File: config.mk
export PLATFORM = sky130hd
export DESIGN_NAME = ftc_top
export DESIGN_NICKNAME = d
export VERILOG_FILES = /design/src/verilog/ftc_pkg.sv /design/src/verilog/ftc_quant.sv /design/src/verilog/ftc_float.sv /design/src/verilog/ftc_top.sv
export SDC_FILE = /design/constraint.sdc
export NUM_CORES = 2
export LEC_CHECK = 0
export BUFFER_PORTS_ARGS = -buffer_cell sky130_fd_sc_hd__buf_2
export CAP_MARGIN = 20
export CORE_MARGIN = 2
export CORE_UTILIZATION = 70
export CTS_BUF_LIST = sky130_fd_sc_hd__clkbuf_4 sky130_fd_sc_hd__clkbuf_8
export CTS_CLUSTER_DIAMETER = 60
export DETAILED_ROUTE_END_ITERATION = 10
export PLACE_DENSITY = 0.89
export SKIP_CTS_REPAIR_TIMING = 1
export SLEW_MARGIN = 20
export SYNTH_ARGS = -nofsm -noshare
export SYNTH_HDL_FRONTEND = slang
export SYNTH_SLANG_ARGS = --single-unit
File: constraint.sdc
create_clock -name clk_i -period 44.4 [get_ports clk_i]
set_input_delay 11.1 -clock clk_i [delete_from_list [all_inputs] [get_ports clk_i]]
set_output_delay 11.1 -clock clk_i [all_outputs]
set_load 0.02 [all_outputs]
File: src/verilog/ftc_pkg.sv
// shared constants, types and register map of the fixed-point type converter
// Operation
// - Truncate mode drops every input bit below the output LSB with no adjustment.
// - Symmetric rounding goes to the nearest value and takes the larger magnitude on a tie.
// - Convergent rounding goes to the nearest value and takes the even candidate on a tie.
// - Saturate mode clamps an out-of-range value to the largest or smallest output value.
// - Wrap mode keeps only the low-order bits that fit the output width.
// - Flag-as-error overflow behaves in hardware exactly like wrap.
// - With the enable in use and low, the sample counter and all pipeline registers are held.
// - The output is delayed by the configured number of sample periods, at most 9 (10 with max-performance split).
// - Without max-performance pipelining, one core register then a shift register.
// - With max-performance pipelining, latency fills core stages first, excess after.
// - Outputs may be Boolean, signed or unsigned fixed point, single or double float.
// - Fixed-point output is set by a bit count and a binary point, bit zero the LSB.
package ftc_pkg;
    localparam int           IN_W     = 32;
    localparam int           IN_BP    = 16;
    localparam int           WIDE_W   = 64;
    localparam int           OUT_W    = 64;
    localparam int           SR_DEPTH = 8;
    localparam logic [3:0]   SR_D4    = 4'h8;
    localparam logic [3:0]   CORE_MAX = 4'h2;
    localparam logic [5:0]   BP_IN    = 6'h10;
    localparam logic [5:0]   NB_MAX   = 6'h20;
    localparam int           SGL_EW   = 8;
    localparam int           SGL_FW   = 23;
    localparam int           DBL_EW   = 11;
    localparam int           DBL_FW   = 52;

    // register byte offsets within the slave window
    localparam logic [7:0]   OFS_CTRL = 8'h00;
    localparam logic [7:0]   OFS_FMT  = 8'h04;
    localparam logic [7:0]   OFS_PER  = 8'h08;
    localparam logic [7:0]   OFS_STAT = 8'h0c;
    localparam logic [7:0]   OFS_DLO  = 8'h10;
    localparam logic [7:0]   OFS_DHI  = 8'h14;

    typedef enum logic [1:0] {OT_BOOL, OT_FIX, OT_SGL, OT_DBL} ftc_otype_t;
    typedef enum logic [1:0] {QT_TRUNC, QT_SYM, QT_CONV, QT_RSV} ftc_quant_t;
    typedef enum logic [1:0] {OV_SAT, OV_WRAP, OV_FLAG, OV_RSV} ftc_ovf_t;

    // control word, packed exactly as it sits in the low bits of CTRL
    typedef struct packed {
        logic        use_en;
        logic [3:0]  lat;
        logic        maxperf;
        ftc_ovf_t    ovf;
        ftc_quant_t  quant;
        logic        sgn;
        ftc_otype_t  otype;
    } ftc_cfg_t;

    typedef struct packed {
        logic [5:0]  bp;
        logic [1:0]  rsv;
        logic [5:0]  nbits;
    } ftc_fmt_t;

    typedef struct packed {
        logic        en;
        logic        ovf;
    } ftc_stat_t;

    localparam int           CFG_W    = $bits(ftc_cfg_t);
    localparam int           FMT_W    = $bits(ftc_fmt_t);
    localparam int           STAT_W   = $bits(ftc_stat_t);
    localparam logic [12:0]  CTRL_RST = 13'h0105;
    localparam logic [13:0]  FMT_RST  = 14'h0810;
    localparam logic [7:0]   PER_RST  = 8'h00;
endpackage : ftc_pkg

File: src/verilog/ftc_quant.sv
// fractional-bit quantizer: scales the input to output LSB units
`timescale 1ns/1ps
module ftc_quant (
    input  wire logic [ftc_pkg::IN_W-1:0]          din_i,
    input  wire logic [5:0]                        bp_i,
    input  wire ftc_pkg::ftc_quant_t               mode_i,
    output logic signed [ftc_pkg::WIDE_W-1:0]      q_o
);
    import ftc_pkg::*;

    logic signed [WIDE_W-1:0] wide;
    logic        [5:0]        sdn;
    logic        [5:0]        sup;
    logic        [5:0]        sm1;
    logic signed [WIDE_W-1:0] trunc;
    logic        [WIDE_W-1:0] below;
    logic                     down;
    logic                     half;
    logic                     rest;
    logic                     add;

    // floor shift is the truncation; the dropped bits decide the rounding carry
    assign wide  = {{(WIDE_W-IN_W){din_i[IN_W-1]}}, din_i};
    assign down  = bp_i < BP_IN;
    assign sdn   = BP_IN - bp_i;
    assign sup   = bp_i - BP_IN;
    assign sm1   = sdn - 6'h01;
    assign trunc = wide >>> sdn;
    assign below = (64'h1 << sm1) - 64'h1;
    assign half  = wide[sm1];
    assign rest  = |(wide & below);
    // a tie on a negative value must not carry, that would move toward zero
    assign add   = (mode_i == QT_SYM)  ? (half & (rest | ~wide[WIDE_W-1])) :
                   (mode_i == QT_CONV) ? (half & (rest | trunc[0])) : 1'b0;
    assign q_o   = down ? trunc + 64'(add) : wide <<< sup;
endmodule : ftc_quant

File: src/verilog/ftc_float.sv
// fixed-point to floating-point encoder; mantissa bits beyond the field are dropped
`timescale 1ns/1ps
module ftc_float #(
    parameter int EW = 8,
    parameter int FW = 23
) (
    input  wire logic [ftc_pkg::IN_W-1:0] din_i,
    output logic      [EW+FW:0]           f_o
);
    import ftc_pkg::*;

    localparam int BIAS = (1 << (EW-1)) - 1;

    logic [IN_W-1:0]   mag;
    logic [4:0]        msb;
    logic [2*IN_W-1:0] norm;
    logic [EW-1:0]     expo;

    // the most negative input still fits: its magnitude is read unsigned
    assign mag = din_i[IN_W-1] ? (~din_i + 32'h1) : din_i;

    // leading-one search, highest set bit wins
    always_comb begin
        msb = 5'h00;
        for (int i = 0; i < IN_W; i++) begin
            if (mag[i]) begin
                msb = 5'(i);
            end
        end
    end

    assign norm = {mag, 32'h0} << (5'h1f - msb);
    assign expo = EW'(BIAS - IN_BP) + EW'(msb);
    assign f_o  = (mag == 32'h0) ? '0 : {din_i[IN_W-1], expo, norm[2*IN_W-2 -: FW]};
endmodule : ftc_float

File: src/verilog/ftc_top.sv
// converter top: AHB-Lite register slave, conversion core and latency pipeline
`timescale 1ns/1ps
module ftc_top (
    input  wire logic                        clk_i,
    input  wire logic                        rst_b_i,
    input  wire logic                        hsel_i,
    input  wire logic [31:0]                 haddr_i,
    input  wire logic [1:0]                  htrans_i,
    input  wire logic                        hwrite_i,
    input  wire logic [2:0]                  hsize_i,
    input  wire logic [31:0]                 hwdata_i,
    input  wire logic                        hready_i,
    output logic      [31:0]                 hrdata_o,
    output logic                             hreadyout_o,
    output logic                             hresp_o,
    input  wire logic [ftc_pkg::IN_W-1:0]    din_i,
    input  wire logic                        en_i,
    output logic      [ftc_pkg::OUT_W-1:0]   dout_o
);
    import ftc_pkg::*;

    ////////////////////////////////////////////////////////////////////////////
    // register slave

    ftc_cfg_t   cfg;
    ftc_fmt_t   fmt;
    logic [7:0] per;
    logic [7:0] a_addr;
    logic       a_we;
    logic       ap;
    logic       wr_ctrl;
    logic       wr_fmt;
    logic       wr_per;
    logic       wr_any;
    ftc_stat_t  stat;

    // single-word transfers only; hsize is accepted but not checked
    assign ap      = hsel_i & htrans_i[1] & hready_i;
    assign wr_ctrl = a_we & (a_addr == OFS_CTRL);
    assign wr_fmt  = a_we & (a_addr == OFS_FMT);
    assign wr_per  = a_we & (a_addr == OFS_PER);
    assign wr_any  = wr_ctrl | wr_fmt | wr_per;

    // address phase capture; zero wait states so the bus never stalls
    always_ff @(posedge clk_i or negedge rst_b_i) begin
        if (!rst_b_i) begin
            a_addr <= 8'h00;
            a_we   <= 1'b0;
        end else begin
            a_addr <= haddr_i[7:0];
            a_we   <= ap & hwrite_i;
        end
    end

    // data phase writes
    always_ff @(posedge clk_i or negedge rst_b_i) begin
        if (!rst_b_i) begin
            cfg <= ftc_cfg_t'(CTRL_RST);
            fmt <= ftc_fmt_t'(FMT_RST);
            per <= PER_RST;
        end else begin
            if (wr_ctrl) cfg <= ftc_cfg_t'(hwdata_i[CFG_W-1:0]);
            if (wr_fmt)  fmt <= ftc_fmt_t'(hwdata_i[FMT_W-1:0]);
            if (wr_per)  per <= hwdata_i[7:0];
        end
    end

    // read mux of the config flops, live status and dout; unmapped offsets read zero with an OKAY response
    assign hrdata_o    = (a_addr == OFS_CTRL) ? 32'(cfg) :
                         (a_addr == OFS_FMT)  ? 32'(fmt) :
                         (a_addr == OFS_PER)  ? 32'(per) :
                         (a_addr == OFS_STAT) ? 32'(stat) :
                         (a_addr == OFS_DLO)  ? dout_o[31:0] :
                         (a_addr == OFS_DHI)  ? dout_o[63:32] : 32'h0;
    assign hreadyout_o = 1'b1;
    assign hresp_o     = 1'b0;

    ////////////////////////////////////////////////////////////////////////////
    // sample timing

    logic [7:0] cnt;
    logic       en_eff;
    logic       tick;
    logic       adv;

    // a sample period spans per+1 clocks when the datapath is over-clocked
    assign en_eff = ~cfg.use_en | en_i;
    // a period shortened in mid-count must not wait for the counter to wrap
    assign tick   = (cnt >= per);
    assign adv    = tick & en_eff;

    always_ff @(posedge clk_i or negedge rst_b_i) begin
        if (!rst_b_i) begin
            cnt <= 8'h00;
        end else if (en_eff) begin
            cnt <= tick ? 8'h00 : cnt + 8'h01;
        end
    end

    ////////////////////////////////////////////////////////////////////////////
    // conversion core

    logic signed [WIDE_W-1:0] q_comb;
    logic signed [WIDE_W-1:0] q_reg;
    logic signed [WIDE_W-1:0] mid;
    logic        [IN_W-1:0]   din_reg;
    logic        [IN_W-1:0]   din_sel;
    logic        [5:0]        nb;
    logic        [WIDE_W-1:0] mask;
    logic signed [WIDE_W-1:0] maxv;
    logic signed [WIDE_W-1:0] minv;
    logic                     over;
    logic                     under;
    logic        [WIDE_W-1:0] fix_val;
    logic        [31:0]       f_sgl;
    logic        [63:0]       f_dbl;
    logic        [OUT_W-1:0]  core_val;
    logic                     core_ov;
    logic                     split;

    ftc_quant u_quant (
        .din_i  (din_i),
        .bp_i   (fmt.bp),
        .mode_i (cfg.quant),
        .q_o    (q_comb)
    );

    // the optional mid-core register only exists in max-performance mode
    assign split   = cfg.maxperf & (cfg.lat >= CORE_MAX);
    assign mid     = split ? q_reg : q_comb;
    assign din_sel = split ? din_reg : din_i;

    // range of the output format; nbits out of 1..32 is clamped
    assign nb      = (fmt.nbits == 6'h00) ? 6'h01 :
                     (fmt.nbits > NB_MAX) ? NB_MAX : fmt.nbits;
    assign mask    = (64'h1 << nb) - 64'h1;
    assign maxv    = cfg.sgn ? $signed(mask >> 1) : $signed(mask);
    assign minv    = cfg.sgn ? $signed(~(mask >> 1)) : 64'sh0;
    assign over    = mid > maxv;
    assign under   = mid < minv;
    // flag mode is a simulation notion only, so it shares the wrap path
    assign fix_val = ((cfg.ovf == OV_SAT) ? (over  ? maxv :
                                             under ? minv : mid)
                                          : mid) & mask;

    ftc_float #(.EW(SGL_EW), .FW(SGL_FW)) u_sgl (
        .din_i (din_sel),
        .f_o   (f_sgl)
    );

    ftc_float #(.EW(DBL_EW), .FW(DBL_FW)) u_dbl (
        .din_i (din_sel),
        .f_o   (f_dbl)
    );

    // output type select
    assign core_val = (cfg.otype == OT_BOOL) ? 64'(|din_sel) :
                      (cfg.otype == OT_FIX)  ? fix_val :
                      (cfg.otype == OT_SGL)  ? 64'(f_sgl) : f_dbl;
    assign core_ov  = (cfg.otype == OT_FIX) & (over | under);

    ////////////////////////////////////////////////////////////////////////////
    // latency pipeline

    logic [OUT_W-1:0] core_reg;
    logic [OUT_W-1:0] sr [SR_DEPTH];
    logic [3:0]       core_stages;
    logic [3:0]       ext_raw;
    logic [3:0]       extra;
    logic             ov_last;

    // latency goes to the core first, the rest to the output shift register
    assign core_stages = (cfg.lat == 4'h0) ? 4'h0 : (split ? CORE_MAX : 4'h1);
    assign ext_raw     = cfg.lat - core_stages;
    assign extra       = (ext_raw > SR_D4) ? SR_D4 : ext_raw;  // deeper requests are capped

    // core registers; reset clears them regardless of the enable
    always_ff @(posedge clk_i or negedge rst_b_i) begin
        if (!rst_b_i) begin
            q_reg    <= '0;
            din_reg  <= '0;
            core_reg <= '0;
            ov_last  <= 1'b0;
        end else if (adv) begin
            q_reg    <= q_comb;
            din_reg  <= din_i;
            core_reg <= core_val;
            ov_last  <= core_ov;
        end
    end

    // output shift register, one sample per stage; the head stage reads the core
    for (genvar i = 0; i < SR_DEPTH; i++) begin : g_sr
        logic [OUT_W-1:0] src;
        if (i == 0) begin : g_head
            assign src = core_reg;
        end else begin : g_tail
            assign src = sr[i-1];
        end
        always_ff @(posedge clk_i or negedge rst_b_i) begin
            if (!rst_b_i) begin
                sr[i] <= '0;
            end else if (adv) begin
                sr[i] <= src;
            end
        end
    end

    assign dout_o = (extra != 4'h0)    ? sr[3'(extra - 4'h1)] :
                    (cfg.lat == 4'h0)  ? core_val : core_reg;
    assign stat   = '{en: en_eff, ovf: ov_last};

    ////////////////////////////////////////////////////////////////////////////
    // checks

    logic signed [WIDE_W-1:0] wide;
    logic signed [WIDE_W-1:0] lsb;
    logic signed [WIDE_W-1:0] err;
    logic signed [WIDE_W-1:0] err2;
    logic                     down;
    logic                     tie;

    assign wide = {{(WIDE_W-IN_W){din_i[IN_W-1]}}, din_i};
    assign down = fmt.bp < BP_IN;
    assign lsb  = 64'sh1 <<< (BP_IN - fmt.bp);
    assign err  = (q_comb <<< (BP_IN - fmt.bp)) - wide;
    assign err2 = err <<< 1;
    assign tie  = (err2 == lsb) || (err2 == -lsb);
endmodule : ftc_top

==> reports/metrics.cfg <==
[routing]
drc = 0
routed_wl_mm = 188
wire_per_inst_um = 25.5
drtIter0Drc = 8206
vias = 51552
ant_nets = 0
routed_via_density = 7.00
first_pass_iters = 8

[cts]
path_clk_slew_ps = 70
clockBufferDepth = 3
clk_latency_ps = 830
cts_made_buffers = 115
tritoncts = built
htree_levels = 3
numClockSinks = 725
cts-root-buf = clkbuf_8

[power]
power_density_nw_per_um2 = 42.5
leakage_uw = 0.0268
vdd_drop_max_v = 0.0000439

[status]
status = complete, no violations

[timing]
rsz0062_at_grt = no
finalHoldViolations = 0
final.period_utilization_pct = 77.2
relSlewSlack_pct = 16.1
setup_tns_ps = 0
setup_viol = 0
tightest_slew_ps = 1250
clock_skew_ps = 75.4
fin_crit_ps = 34290
final_max_slew_viol_count = 0
fmax_ghz = 0.0292

[global_routing]
grt_pass1_wl_mm = 285
grt_pass1_vias = 48628
antenna_found_initial = 5
grt_start_max_net_pins = 253
grt_remaining_overflow = 0
grtUsageTotal_pct = 49.1

[critical_path]
crit_fanout = 37
regToRegStartpoint = fmt[8]
slowest_stage = nor2_1
cp.arrival_ps = 23190
worst_setup_path_start_kind = input pin
cpPeakStageDelay_ps = 990
cp-end-kind = output port
path_buf_inv = 6
crit_top_cell = o21ai_0
cp-startpoint = din_i[31]
cp.required_ps = 33300
crit_family = compound AO/OA/AOI/OAI gates
crit_type = in2out

[hold_path]
hold_start = g_sr[4].src[34]
hold_path_class = reg2reg

[synth]
synth_flop_cell = dfrtp_1
synth_edf_count = 0
ys_seq_area_share_pct = 35.1
syn_area_per_cell_um2 = 8.03
synth-seq-cells = 725
async_reset_ff_share_pct = 100
netlist_area_um2 = 51700
yosysWarnings = 0
synth_cell_types = 121
synth_cells = 6436

[placement]
dpl.hpwl_mm = 128
place_congestion = 1.05
portBuffers = 156
dpl_cell_area_um2 = 52500

[flow_run]
max_cap_violations = 0

[cells_and_area]
largest_reg_flops = 448
n_fill_cell = 5056
final_util_pct = 75.4
area_growth_pct = 6.51
postLayoutCellArea_um2 = 55000
multi_input_area_um2 = 31300
seqCellArea_um2 = 18200
nets = 6571
drive_above_1_share_pct = 13.1

[floorplanning]
num_io_pins = 205
rows = 99
die-area_um2 = 76000
coreArea_um2 = 73000
die_w_um = 276
fp.dieH_um = 276
start_util_pct = 70.8

## layout by cell type (no fill, tap or decap), types with 22 or more instances in the layout
master / n
a22oi_1: 38
nand2b_1: 34
o31ai_1: 41
ha_1: 150
and2_1: 22
o21ai_1: 23
and3_1: 33
o21ai_0: 345
nand4_1: 44
o211ai_1: 59
buf_4: 89
or2_2: 33
dfrtp_1: 717
mux2_2: 66
nor2b_1: 29
a21oi_1: 290
nand3_1: 158
a31oi_1: 56
xnor2_1: 53
mux4_2: 183
o22ai_1: 49
nor3_1: 105
nor4_1: 24
nor2_1: 384
clkbuf_8: 147
xor2_1: 28
o21a_1: 29
or3_1: 29
inv_1: 78
a21o_1: 58
nand2_1: 2178
o31a_1: 22
clkbuf_4: 31
a211oi_1: 42
buf_2: 155
mux2i_1: 181
## final cells by class
class	count	area share, %
diodes	5	0.0227
repair buffers	251	2.82
clock inverters	27	0.468
clock buffers	178	4.10
flip-flops and latches	725	33.0
inverters	85	0.589
well taps	959	2.18
multi-input cells	5134	56.8
## cells by family after synthesis
family	synth area share [%]
other	0.0145
xor gates and xnor gates	1.47
buffers and inverters	4.57
AOI/OAI and AO/OA	16.8
DFF	35.1
muxes	12.9
and+or+nand+nor	25.4
adders and majority gates	3.70
## worst min-delay path, cell delays in order, from the launching register on
cell and delay (ps):
dfrtp_1 370, nand2_1 60, nand2_1 60
## power by group
group / leakage, µW / switching [µW] / total [µW] / internal (µW)
sequential: 0.00993 / 60.1 / 781 / 721
combinational: 0.0155 / 633 / 929 / 296
clock: 0.00134 / 297 / 629 / 333
total: 0.0268 / 989 / 2340 / 1350
## cell usage after synthesis, types with 33 or more instances
master    number  area [µm²]
inv_1         78         293
o211ai_1      59         443
o22ai_1       49         307
mux2i_1      181        1810
or2_2         33         206
nor3_1       106         531
nand3_1      159         796
and3_1        34         213
mux4_2       183        4120
nand2b_1      34         213
buf_2         54         270
nand2_1     2179        8180
xnor2_1       55         482
buf_1         49         184
a21o_1        58         435
a211oi_1      42         315
a31oi_1       57         357
clkbuf_1     368        1380
nand4_1       44         275
a21oi_1      291        1460
mux2_2        66         743
nor2_1       387        1450
ha_1         151        1890
a22oi_1       38         285
o21ai_0      346        1730
o31ai_1       42         315
dfrtp_1      720       18000
## path summary, 6_finish.rpt
check                           cells past startpoint  slack (ps)               to
worst min-delay path                                2         460  g_sr[5].src[34]
max in group asynchronous                           5       30060   g_sr[1].src[2]
worst min register to register                      2         460  g_sr[5].src[34]
min in group asynchronous                           1       10410      din_reg[15]
worst max register to register                     46       29930     core_reg[19]
worst max-delay path                               38       10110     hrdata_o[12]
## layer usage
layer	part of all wire (%)	global-route usage (%)	vias up
li1	-	-	22256
met1	36	63.9	24636
met2	43	72.2	3838
met3	14	15.8	816
met4	7.2	28.5	6
met5	0.018	0	-
## metrics by stage
| stage | power, µW | instances | hold WS, ps | setup slack [ps] |
|---|---|---|---|---|
| global route | 2420 | 7362 | 472 | 10030 |
| floorplan | 1370 | 6438 | 441 | 14470 |
| finish | 2340 | 7364 | 456 | 10110 |
| CTS | 2290 | 7359 | 461 | 10860 |
| detailed placement | 1660 | 7154 | 462 | 10940 |
| global placement | 1650 | 7154 | 453 | 10970 |
Power figures use the tool's default switching activity.
